===== src/shared/tac_pkg.sv =====
// Purpose: shared constants and types of the teleprinter autostart control
// Assumes: 50 MHz hclk, AHB-Lite register access
// Notes: timer figures in milliseconds, counted on a 1 ms tick
package tac_pkg;

	localparam int CLK_NS = 20;
	localparam int TICK_NS = 1000000;
	localparam int TICK_CYC = TICK_NS / CLK_NS;

	// Longest valid space and autostart qualify period (plain defaults)
	localparam int SPACE_MAX_MS = 150;
	localparam int AUTO_MS = 2000;
	// Motor delay and loop current hold, in seconds as given
	localparam int MOTOR_S = 50;
	localparam int MOTOR_MS = MOTOR_S * 1000;
	localparam int HOLD_S = 7;
	localparam int HOLD_MS = HOLD_S * 1000;

	localparam int TW = 16;
	localparam int FIFO_DEPTH = 2;

	localparam logic [7:0] A_CTRL = 8'h00;
	localparam logic [7:0] A_STAT = 8'h04;
	localparam logic [7:0] A_SPACE = 8'h08;
	localparam logic [7:0] A_TIMER = 8'h0C;

	localparam int C_MODE = 0;
	localparam int C_REV = 2;
	localparam int C_CLR = 3;
	localparam logic [3:0] CTRL_RST = 4'h0;

	typedef enum logic [1:0] {
		MODE_AUTO = 2'b00,
		MODE_RECV = 2'b01,
		MODE_STBY = 2'b10
	} tac_mode_t;

	typedef enum logic {
		ST_STBY = 1'b0,
		ST_RECV = 1'b1
	} tac_state_t;

	typedef enum logic [1:0] {
		M_ON = 2'b00,
		M_HOLD = 2'b01,
		M_OFF = 2'b10
	} tac_motor_t;

	typedef struct packed {
		logic drive;
		logic mark;
	} tac_loop_t;

	typedef struct packed {
		logic recv;
		logic stby;
		logic relay;
		logic display;
	} tac_panel_t;

endpackage


===== src/verilog/tac_top.sv =====
// Purpose: standby/receive control with autostart, motor delay and loop hold
// Assumes: carrier, comparator and remote standby arrive asynchronously
// Notes: loop samples leave through a small buffer only when they change
// What this block does
// [RULE1] Time each space of the keying stream; flag spaces longer than valid.
// [RULE2] In standby the autostart timer runs only with carrier present and space length valid.
// [RULE3] Autostart timer held for full period issues a receive command.
// [RULE4] Without a full autostart period the logic stays in standby.
// [RULE5] Receive returns to standby only after a full period deactivated.
// [RULE6] Every receive to standby transition in autostart mode starts the motor delay timer.
// [RULE7] Motor delay requests turn-off after 50 seconds unless receive restarts.
// [RULE8] Decision follows keying selector and all timers plus remote standby.
// [RULE9] Receive passes keying to loop gate, lights receive lamp, energises relay.
// [RULE10] Standby sends steady mark to the teleprinter and lights standby lamp.
// [RULE11] Autostart not selected keeps the motor relay energised always.
// [RULE12] Autostart selected releases the relay when motor delay completes.
// [RULE13] Relay release requests space and starts the loop current hold timer.
// [RULE14] During the 7 second hold the loop gate still delivers mark.
// [RULE15] After the hold expires the loop gate delivers no current at all.
// [RULE16] Display enable follows the carrier detector.
// [RULE17] Reverse operation inverts the comparator output before control logic.
// [RULE18] Timers run off a prescaled tick, periods parameters, synchronous clear.
// [RULE19] Remote standby forces standby while it is active.
//
// Chosen here: the register addresses and the AHB-Lite register port.
`timescale 1ns/10ps
module tac_top #(
	parameter int TICK_CYC = tac_pkg::TICK_CYC,
	parameter int SPACE_MAX_MS = tac_pkg::SPACE_MAX_MS,
	parameter int AUTO_MS = tac_pkg::AUTO_MS,
	parameter int MOTOR_MS = tac_pkg::MOTOR_MS,
	parameter int HOLD_MS = tac_pkg::HOLD_MS,
	parameter int FIFO_DEPTH = tac_pkg::FIFO_DEPTH
) (
	input wire logic hclk,
	input wire logic hresetn,
	input wire logic hsel,
	input wire logic [31:0] haddr,
	input wire logic [1:0] htrans,
	input wire logic hwrite,
	input wire logic [2:0] hsize,
	input wire logic [31:0] hwdata,
	input wire logic hready,
	output logic [31:0] hrdata,
	output logic hreadyout,
	output logic hresp,
	input wire logic carrier_in,
	input wire logic comp_in,
	input wire logic remote_stby_in,
	output tac_pkg::tac_panel_t panel,
	output logic loop_valid,
	output tac_pkg::tac_loop_t loop_data,
	input wire logic loop_ready
);
	import tac_pkg::*;

	localparam int PW = $clog2(FIFO_DEPTH);
	localparam int CW = $clog2(FIFO_DEPTH + 1);
	localparam logic [TW-1:0] SPACE_MAX = TW'(SPACE_MAX_MS);
	localparam logic [TW-1:0] AUTO_LAST = TW'(AUTO_MS - 1);
	localparam logic [TW-1:0] MOTOR_LAST = TW'(MOTOR_MS - 1);
	localparam logic [TW-1:0] HOLD_LAST = TW'(HOLD_MS - 1);
	localparam logic [TW-1:0] TW_MAX = {TW{1'b1}};
	localparam logic [31:0] TICK_LAST = 32'(TICK_CYC - 1);

	// Pin synchronisers: carrier, comparator, remote standby
	logic [2:0] sync1_reg;
	logic [2:0] sync2_reg;
	always_ff @(posedge hclk or negedge hresetn) begin
		if (!hresetn) begin
			sync1_reg <= 3'h0;
			sync2_reg <= 3'h0;
		end else begin
			sync1_reg <= {remote_stby_in, comp_in, carrier_in};
			sync2_reg <= sync1_reg;
		end
	end
	logic carrier;
	logic rstby;
	logic keying;
	logic [3:0] ctrl_reg;
	assign carrier = sync2_reg[0];
	assign rstby = sync2_reg[2];
	// Comparator high means mark tone
	assign keying = sync2_reg[1] ^ ctrl_reg[C_REV]; // [RULE17]

	tac_mode_t mode;
	logic clr;
	assign mode = tac_mode_t'(ctrl_reg[C_MODE +: 2]);
	assign clr = ctrl_reg[C_CLR];

	// AHB-Lite slave, zero wait states
	logic a_wr_reg;
	logic a_wr_next;
	logic [7:0] a_addr_reg;
	logic [7:0] a_addr_next;
	logic [31:0] rdata_reg;
	logic [31:0] rdata_next;
	logic [3:0] ctrl_next;
	logic [31:0] status_word;
	logic [31:0] space_word;
	logic [31:0] timer_word;
	logic take;

	function automatic logic [31:0] rd_mux(input logic [7:0] a, input logic [3:0] c, input logic [31:0] s,
		input logic [31:0] sp, input logic [31:0] t);
		case (a)
			A_CTRL: rd_mux = {28'h0, c};
			A_STAT: rd_mux = s;
			A_SPACE: rd_mux = sp;
			A_TIMER: rd_mux = t;
			default: rd_mux = 32'h0;
		endcase
	endfunction

	assign take = hsel && hready && htrans[1];
	assign hreadyout = 1'b1;
	assign hresp = 1'b0;
	assign hrdata = rdata_reg;

	always_comb begin
		a_wr_next = take && hwrite;
		a_addr_next = take ? haddr[7:0] : a_addr_reg;
		rdata_next = rdata_reg;
		if (take && !hwrite) begin
			rdata_next = rd_mux(haddr[7:0], ctrl_reg, status_word, space_word, timer_word);
		end
		// Clear bit self-clears: one synchronous clear pulse per write
		ctrl_next = {1'b0, ctrl_reg[2:0]};
		if (a_wr_reg && a_addr_reg == A_CTRL) begin
			ctrl_next = hwdata[3:0];
		end
	end

	always_ff @(posedge hclk or negedge hresetn) begin
		if (!hresetn) begin
			a_wr_reg <= 1'b0;
			a_addr_reg <= 8'h0;
			rdata_reg <= 32'h0;
			ctrl_reg <= CTRL_RST;
		end else begin
			a_wr_reg <= a_wr_next;
			a_addr_reg <= a_addr_next;
			rdata_reg <= rdata_next;
			ctrl_reg <= ctrl_next;
		end
	end

	// Millisecond tick; all second-scale timing counts it
	logic [31:0] pre_reg;
	logic [31:0] pre_next;
	logic tick;
	assign tick = (pre_reg == TICK_LAST);
	always_comb begin
		pre_next = tick ? 32'h0 : pre_reg + 32'h1;
		if (clr) begin
			pre_next = 32'h0; // [RULE18]
		end
	end

	// Space timer, autostart timer, state, motor delay and loop hold
	logic [TW-1:0] space_reg;
	logic [TW-1:0] space_next;
	logic [TW-1:0] auto_reg;
	logic [TW-1:0] auto_next;
	logic [TW-1:0] mcnt_reg;
	logic [TW-1:0] mcnt_next;
	logic mrun_reg;
	logic mrun_next;
	tac_state_t state_reg;
	tac_state_t state_next;
	tac_motor_t mtr_reg;
	tac_motor_t mtr_next;
	logic space_long;
	logic qualify;
	logic auto_done;
	logic go_stby;

	assign space_long = (space_reg > SPACE_MAX); // [RULE1]
	assign qualify = carrier && !space_long; // [RULE2]
	// In standby the timer counts activated time, in receive deactivated time
	assign auto_done = tick && (auto_reg == AUTO_LAST);
	assign go_stby = (state_reg == ST_RECV) && (state_next == ST_STBY);

	always_comb begin
		space_next = space_reg;
		if (keying) begin
			space_next = '0; // [RULE1]
		end else if (tick && space_reg != TW_MAX) begin
			space_next = space_reg + TW'(1);
		end
		auto_next = auto_reg;
		if ((state_reg == ST_STBY) != qualify) begin
			auto_next = '0; // [RULE2]
		end else if (auto_done) begin
			auto_next = '0;
		end else if (tick) begin
			auto_next = auto_reg + TW'(1);
		end
		state_next = state_reg;
		if (rstby || mode == MODE_STBY) begin
			state_next = ST_STBY; // [RULE19]
		end else if (mode == MODE_RECV) begin
			state_next = ST_RECV; // [RULE8]
		end else if (auto_done && (state_reg == ST_STBY) == qualify) begin
			// [RULE3] [RULE4] [RULE5]
			state_next = (state_reg == ST_STBY) ? ST_RECV : ST_STBY;
		end
		mrun_next = mrun_reg;
		mcnt_next = mcnt_reg;
		mtr_next = mtr_reg;
		if (state_next == ST_RECV || mode != MODE_AUTO) begin
			// [RULE7] [RULE11]
			mtr_next = M_ON;
			mrun_next = 1'b0;
			mcnt_next = '0;
		end else if (go_stby) begin
			mrun_next = 1'b1; // [RULE6]
			mcnt_next = '0;
		end else begin
			case (mtr_reg)
				M_ON: begin
					if (mrun_reg && tick) begin
						if (mcnt_reg == MOTOR_LAST) begin
							// [RULE12] [RULE13]
							mtr_next = M_HOLD;
							mrun_next = 1'b0;
							mcnt_next = '0;
						end else begin
							mcnt_next = mcnt_reg + TW'(1); // [RULE7]
						end
					end
				end
				M_HOLD: begin
					if (tick) begin
						if (mcnt_reg == HOLD_LAST) begin
							mtr_next = M_OFF; // [RULE15]
							mcnt_next = '0;
						end else begin
							mcnt_next = mcnt_reg + TW'(1); // [RULE14]
						end
					end
				end
				M_OFF: begin
					mtr_next = M_OFF;
				end
				default: begin
					mtr_next = M_OFF;
				end
			endcase
		end
		if (clr) begin
			// [RULE18]
			space_next = '0;
			auto_next = '0;
			mcnt_next = '0;
		end
	end

	// Loop gate: what the selector magnet driver is to see
	tac_loop_t smp;
	logic space_req;
	// Relay released asks for space; hold keeps mark until the timer ends
	assign space_req = (mtr_reg != M_ON); // [RULE13]
	always_comb begin
		smp.drive = 1'b1;
		smp.mark = 1'b1; // [RULE10] [RULE14]
		if (state_reg == ST_RECV) begin
			smp.mark = keying; // [RULE9]
		end else if (space_req && mtr_reg == M_OFF) begin
			smp.drive = 1'b0; // [RULE15]
			smp.mark = 1'b0;
		end
	end

	tac_panel_t panel_next;
	always_comb begin
		panel_next.recv = (state_reg == ST_RECV); // [RULE9]
		panel_next.stby = (state_reg == ST_STBY); // [RULE10]
		panel_next.relay = (mtr_reg == M_ON); // [RULE11] [RULE12]
		panel_next.display = carrier; // [RULE16]
	end

	always_ff @(posedge hclk or negedge hresetn) begin
		if (!hresetn) begin
			pre_reg <= 32'h0;
			space_reg <= '0;
			auto_reg <= '0;
			mcnt_reg <= '0;
			mrun_reg <= 1'b0;
			state_reg <= ST_STBY;
			mtr_reg <= M_OFF;
			panel <= '0;
		end else begin
			pre_reg <= pre_next;
			space_reg <= space_next;
			auto_reg <= auto_next;
			mcnt_reg <= mcnt_next;
			mrun_reg <= mrun_next;
			state_reg <= state_next;
			mtr_reg <= mtr_next;
			panel <= panel_next;
		end
	end

	assign status_word = {24'h0, space_long, qualify, rstby, carrier, mrun_reg, mtr_reg, state_reg};
	assign space_word = {{(32 - TW){1'b0}}, space_reg};
	assign timer_word = {auto_reg, mcnt_reg};

	// Two-entry buffer toward the magnet driver; a change is retried while full
	tac_loop_t mem_reg [FIFO_DEPTH];
	tac_loop_t mem_next [FIFO_DEPTH];
	tac_loop_t last_reg;
	tac_loop_t last_next;
	logic [PW-1:0] wp_reg;
	logic [PW-1:0] wp_next;
	logic [PW-1:0] rp_reg;
	logic [PW-1:0] rp_next;
	logic [CW-1:0] cnt_reg;
	logic [CW-1:0] cnt_next;
	logic full;
	logic push;
	logic pop;

	function automatic logic [PW-1:0] ptr_inc(input logic [PW-1:0] p);
		ptr_inc = (p == PW'(FIFO_DEPTH - 1)) ? '0 : p + PW'(1);
	endfunction

	assign full = (cnt_reg == CW'(FIFO_DEPTH));
	assign loop_valid = (cnt_reg != '0);
	assign loop_data = mem_reg[rp_reg];
	assign pop = loop_valid && loop_ready;
	assign push = (smp != last_reg) && !full;

	always_comb begin
		mem_next = mem_reg;
		last_next = last_reg;
		wp_next = wp_reg;
		rp_next = rp_reg;
		if (push) begin
			mem_next[wp_reg] = smp;
			last_next = smp;
			wp_next = ptr_inc(wp_reg);
		end
		if (pop) begin
			rp_next = ptr_inc(rp_reg);
		end
		cnt_next = cnt_reg + CW'(push) - CW'(pop);
	end

	always_ff @(posedge hclk or negedge hresetn) begin
		if (!hresetn) begin
			for (int i = 0; i < FIFO_DEPTH; i++) begin
				mem_reg[i] <= '0;
			end
			last_reg <= '0;
			wp_reg <= '0;
			rp_reg <= '0;
			cnt_reg <= '0;
		end else begin
			mem_reg <= mem_next;
			last_reg <= last_next;
			wp_reg <= wp_next;
			rp_reg <= rp_next;
			cnt_reg <= cnt_next;
		end
	end
endmodule


===== config.mk =====
export PLATFORM = sky130hd
export DESIGN_NAME = tac_top
export DESIGN_NICKNAME = d
export VERILOG_FILES = /design/src/shared/tac_pkg.sv /design/src/verilog/tac_top.sv
export SDC_FILE = /design/constraint.sdc
export NUM_CORES = 1
export LEC_CHECK = 0
export BUFFER_PORTS_ARGS = -buffer_cell sky130_fd_sc_hd__buf_2
export CORE_UTILIZATION = 30
export CTS_CLUSTER_DIAMETER = 120
export DETAILED_ROUTE_END_ITERATION = 12
export PLACE_DENSITY_LB_ADDON = 0.12
export SYNTH_ARGS = -nofsm -noshare
export SYNTH_HDL_FRONTEND = slang
export SYNTH_SLANG_ARGS = --single-unit
export TNS_END_PERCENT = 100

===== constraint.sdc =====
create_clock -name hclk -period 6.3 [get_ports hclk]
set_clock_uncertainty 0.1 [all_clocks]
set_input_delay 0 -clock hclk [delete_from_list [all_inputs] [get_ports hclk]]
set_output_delay 0 -clock hclk [all_outputs]
set_load 0.01 [all_outputs]

Word-level counts from Yosys, hierarchy flattened
Index checks and enable logic that the tools add are counted.
W data, S select, Z words.
- flip-flop bits (word level): 149
- input bits: 78
- output and inout bits: 41
- word-level logic and storage cells: 148
- $add $sub $neg: 8
- magnitude comparators: 4
- equality and inequality tests: 23
- muxes and demuxes: 46
- bitwise gates (word level): 5
- reductions and logical operators: 35
- operators with widths (kind ; count):
    $mux W16 ; 14
    $pmux W32 S4 ; 1
    $mux W32 ; 2
    $add A16 B1 Y16 const B ; 3
    $add A32 B1 Y32 const B ; 1
    $eq A32 B16 Y1 const B ; 1
    $pmux W16 S2 ; 1
    $mux W2 ; 11
    $eq A16 B11 Y1 const B ; 1
    $eq A16 B13 Y1 const B ; 1
    $eq A16 B16 Y1 const B ; 1
    $eq A8 B4 Y1 const B ; 2
    $gt A16 B8 Y1 const B ; 1
    $logic_not A8 Y1 ; 2
    $ne A16 B16 Y1 const B ; 1
    $logic_and A1 B1 Y1 ; 15
    $mux W1 ; 13
    $reduce_bool A3 Y1 ; 4
    $eq A8 B3 Y1 const B ; 1
    $eq A2 B2 Y1 const B ; 3
    $ne A3 B1 Y1 const B ; 2
    $ne A3 B3 Y1 const B ; 2
    $reduce_and A3 Y1 ; 2
    $reduce_bool A2 Y1 ; 3
    other kinds (25) ; 33

Logic depth before layout (Yosys ltp)
- depth in word-level cells: 13
- gate-level depth with buffers: 10
- mapped depth without buffers: 9

Worst setup path after synthesis
OpenSTA, ideal clock, no wires.
- path kind: register to register
- from: reg space_reg[0]
- to: reg mcnt_reg[3]
- library setup time: 92 ps
- arrival time: 2593 ps
- data required time: 6108 ps
- setup slack: 3515 ps
- stages on the path, launching flop included: 11
- path buffers: 1
- period minus slack after synthesis: 2785 ps
- path through: dfrtp_1 inv_1 ha_1 and3b_1 o41a_1 or3_4 mux2_4 and3_4 or3_1 buf_6 o31ai_2
- word-level cells in the longest chain between the ends: 13
- elaborated cells between the ends (all ways): 18
- those cells by class: 1 x order compare; 3 x eq/ne; 6 x mux; 1 x bitwise; 7 x reduce/logical
- RTL lines (what ; line ; text):
    from (decl) ; tac_top.sv:162 ; logic [TW-1:0] space_reg;
    from (signal assigned) ; tac_top.sv:296 ; space_reg <= space_next;
    $gt A16 B8 Y1 (*) ; tac_top.sv:179 ; assign space_long = (space_reg > SPACE_MAX);
    $logic_not A1 Y1 (*) ; tac_top.sv:180 ; assign qualify = carrier && !space_long;
    $logic_and A1 B1 Y1 (*) ; tac_top.sv:180 ;
    $eq A1 B1 Y1 (*) ; tac_top.sv:205 ; end else if (auto_done && (state_reg == ST_STBY) == qualify) begin
    $logic_and A1 B1 Y1 (*) ; tac_top.sv:205 ;
    $mux W1 (*) ; tac_top.sv:205 ;
    $mux W1 (*) ; tac_top.sv:203 ; end else if (mode == MODE_RECV) begin
    $mux W1 (*) ; tac_top.sv:201 ; if (rstby || mode == MODE_STBY) begin
    $not A1 Y1 ; tac_top.sv:183 ; assign go_stby = (state_reg == ST_RECV) && (state_next == ST_STBY);
    $logic_and A1 B1 Y1 ; tac_top.sv:183 ;
    $mux W16 ; tac_top.sv:217 ; end else if (go_stby) begin
    $mux W16 ; tac_top.sv:212 ; if (state_next == ST_RECV || mode != MODE_AUTO) begin
    $mux W16 ; tac_top.sv:252 ; if (clr) begin
    to (signal assigned) ; tac_top.sv:298 ; mcnt_reg <= mcnt_next;
    to (decl) ; tac_top.sv:166 ; logic [TW-1:0] mcnt_reg;
Every way passes the cells marked *; elsewhere a longest branch is shown, timed or not.
A chain may end at the register's enable or synchronous reset.

Worst setup path after layout
- from: reg pre_reg[25]
- to: reg mcnt_reg[3]
- word-level cells in the longest chain between the ends: 11
- elaborated cells between the ends (all ways): 17
- those cells by class: 3 x eq/ne; 6 x mux; 1 x bitwise; 7 x reduce/logical
- RTL lines (what ; line ; text):
    from (decl) ; tac_top.sv:150 ; logic [31:0] pre_reg;
    from (signal assigned) ; tac_top.sv:295 ; pre_reg <= pre_next;
    $eq A32 B16 Y1 (*) ; tac_top.sv:153 ; assign tick = (pre_reg == TICK_LAST);
    $logic_and A1 B1 Y1 ; tac_top.sv:182 ; assign auto_done = tick && (auto_reg == AUTO_LAST);
    $logic_and A1 B1 Y1 ; tac_top.sv:205 ;
    $mux W1 ; tac_top.sv:205 ;
    $mux W1 ; tac_top.sv:203 ;
    $mux W1 ; tac_top.sv:201 ;
    $not A1 Y1 ; tac_top.sv:183 ;
    $logic_and A1 B1 Y1 ; tac_top.sv:183 ;
    $mux W16 ; tac_top.sv:217 ;
    $mux W16 ; tac_top.sv:212 ;
    $mux W16 ; tac_top.sv:252 ;
Marked as above.

==> flow_metrics.tcl <==
set metrics [dict create \
    die_area_um2 25400 \
    hold_buffers 18 \
    crit_path_max_incr_delay_ns 0.63 \
    crit_fanout 23 \
    ys_seq_area_share_pct 50.2 \
    grtUsageTotal_pct 15.8 \
    rsz0062_at_grt "no" \
    max-slew-margin-rel_pct 14.9 \
    antennaDiodeCount 0 \
    min-delay-start "haddr[2]" \
    cp_cell_sequence "nor4_1 > nand4_1 > nor4_2 > mux2_4 > and3_4 > or3_1 > o31ai_2" \
    die_y_um 159 \
    grt_pass1_vias 5817 \
    crit_type "reg -> reg" \
    cts_resized 0 \
    grt_pass1_wl_um 31800 \
    post-route-min-period_ns 3.46 \
    cp_slowest_cell "or3_1" \
    h-tree-depth 4 \
    coreArea_um2 24300 \
    slew_violations 0 \
    synthAdderAreaFrac_pct 1.31 \
    cts_tree "yes" \
    avgSynthCellArea_um2 10.2 \
    hold_class "in -> reg" \
    cp_data_arrival_time_ns 3.70 \
    max_cap_viol_count 0 \
    reg2reg_from "pre_reg[25]$_DFF_PN0_" \
    drt_iter0_markers 342 \
    synth_simple_gate_area_share_pct 21.9 \
    finalSetupTns_ns 0 \
    row_count 57 \
    drc 0 \
    grt_overflow 0 \
    crit_family "simple AND/OR/NAND/NOR gates" \
    synthXorXnorAreaFrac_pct 7.55 \
    seqPwrFrac_pct 45.0 \
    io_buffers 60 \
    antenna_found_initial 0 \
    synth_area_leaders "dfrtp_1 50%, nor2_1 4.3%, xor2_1 4.2%" \
    syn_nets 815 \
    critPathCaptureType "flop" \
    critPathLaunchType "flop" \
    holdWs_ns 0.0548 \
    pre_cts_slack_ns 2.78 \
    cts.path.max_buffers 2 \
    grt_max_degree 91 \
    worstSkewPairLatency_ns 0.43 \
    synthDistinctLibCells 62 \
    finalSetupViolCount 0 \
    dp.final_hpwl_um 13100 \
    vias 5737 \
    p_per_area_nw_per_um2 274 \
    p_leak_uw 0.00386 \
    io_pins 119 \
    dr.pass1.iters 4 \
    cts.sinks 149 \
    layout_commonest_cell "dfrtp_1" \
    post-cts-setup-buffers 0 \
    post-route-period-util_pct 55.0 \
    synthMuxAreaShare_pct 5.66 \
    final_hold_viol_count 0 \
    yosys.area.top_type_share_pct 49.9 \
    synth_top_family_by_area "simple AND/OR/NAND/NOR gates" \
    drtAntennaViolNets 0 \
    viasPerCell 5.04 \
    synth-compound-area-share_pct 10.6 \
    final_layout_size_suffix_gt1_share_pct 17.2 \
    worst_slack_ns 2.84 \
    power.share.clock_pct 43.2 \
    ys.flop_type "dfrtp_1" \
    final_nets 887 \
    swShare_pct 27.5 \
    synthToLayoutAreaGrowth_pct 18.9 \
    routed_wl_um 19000 \
    fillers 2435 \
    p_int_uw 1750 \
    synth_edf_count 0 \
    cts_made_buffers 17 \
    ir_drop_mv 0.143 \
    die_x_um 159 \
    synth_area_leader_cell "dfrtp_1" \
    cts.clk_slew.worst_paths_ns 0.07 \
    switchingPower_uw 665 \
    worstPathRequired_ns 6.53 \
    root_buffer "clkbuf_16" \
    worst_pin_slew_ns 1.28 \
    netlist_instances 730 \
    layout_common_cells "148 x dfrtp_1, 85 x nor2_1, 62 x nand2_1" \
    crit_path_start "pre_reg[25]$_DFF_PN0_" \
    ys_warn_count 0 \
    ys_ff_latch 149 \
    combPwrFrac_pct 11.8 \
    gp_congestion 0.825 \
    routedWlPerCell_um 16.7 \
    clock.fmax_mhz 289 \
    total_power_uw 2420 \
    synth_area_um2 7420 \
    async_reset_ff_share_pct 100 \
    start_util_pct 30.5 \
    cp_num_buf_inv 0 \
    status "finished, final reports clean" \
]
-- routing by layer --
layer	global-route usage [%]	wire (um)	vias to the layer above
li1	-	-	2768
met1	22.4	9500	2832
met2	24.1	8490	117
met3	2.68	679	20
met4	5.94	298	0
met5	0	0	-
-- final timing paths --
| kind | endpoint | slack (ns) | depth (start not counted) |
|---|---|---|---|
| max | mcnt_reg[3]$_DFFE_PN0P_ | 2.84 | 7 |
| min | hrdata[13]$_DFFE_PN0P_ | 0.05 | 3 |
| max reg2reg | mcnt_reg[3]$_DFFE_PN0P_ | 2.84 | 7 |
| min reg2reg | sync2_reg[0]$_DFF_PN0_ | 0.25 | 0 |
| max in group asynchronous | hrdata[6]$_DFFE_PN0P_ | 4.69 | 3 |
| min in group asynchronous | hrdata[23]$_DFFE_PN0P_ | 0.11 | 2 |
-- worst reg2reg max path, stage by stage (launching register included) --
cell and delay [ns]:
dfrtp_1 0.43, nor4_1 0.33, nand4_1 0.41, nor4_2 0.59
mux2_4 0.35, and3_4 0.23, or3_1 0.63, o31ai_2 0.30
-- cells in the mapped netlist (5+ instances only) --
cell / number
and3_1: 11
dfrtp_1: 148
nor3_1: 7
and2_1: 7
nand2b_1: 6
mux2_2: 20
o21ai_0: 34
clkbuf_1: 24
and4_1: 10
nand4_1: 21
a22o_1: 21
or3_1: 8
o21ai_1: 11
inv_1: 16
o31ai_2: 7
nand3_1: 30
ha_1: 7
nor4_1: 22
or4_1: 5
nand2_1: 62
nor3b_1: 8
a21oi_1: 26
xor2_1: 36
mux2i_1: 9
nor2_1: 85
xnor2_1: 28
-- area by class of cell --
type / count / area, um^2 / area share, %
Multi-Input combinational cell: 534 / 3500 / 39.7
Timing Repair Buffer: 84 / 532 / 6.03
Clock inverter: 14 / 165 / 1.87
Sequential cell: 149 / 3730 / 42.3
Inverter: 16 / 60.1 / 0.681
Tap cell: 324 / 405 / 4.59
Clock buffer: 18 / 429 / 4.86
-- stage by stage --
step / utilization, % / area [um^2] / std cells
after floorplan: - / 7420 / 730
after global placement: 33.1 / 8050 / 1089
after detailed placement: 33.1 / 8050 / 1089
after CTS: 36.3 / 8820 / 1139
after global routing: 36.3 / 8820 / 1139
final: 36.3 / 8820 / 1139
-- cell families (layout without fill, tap and decap cells) --
logic type | Yosys count | after routing
multiplexers | 34 | 34
XOR/XNOR | 64 | 64
adder cells (fa/ha/maj) | 8 | 8
AND/OR/NAND/NOR | 307 | 307
buffers and inverters | 47 | 132
other | 2 | 2
AO/OA/AOI/OAI | 119 | 119
flip-flops | 149 | 149
-- power by group through the flow --
stage	Clock [uW]	Sequential, uW	Combinational [uW]
final	1040	1090	285
after global routing	1120	1100	322
after CTS	1080	1090	291
after detailed placement	0	1110	280
after global placement	0	1100	273
after floorplan	0	1090	203
Note: power is estimated with default switching activity, not from simulation.
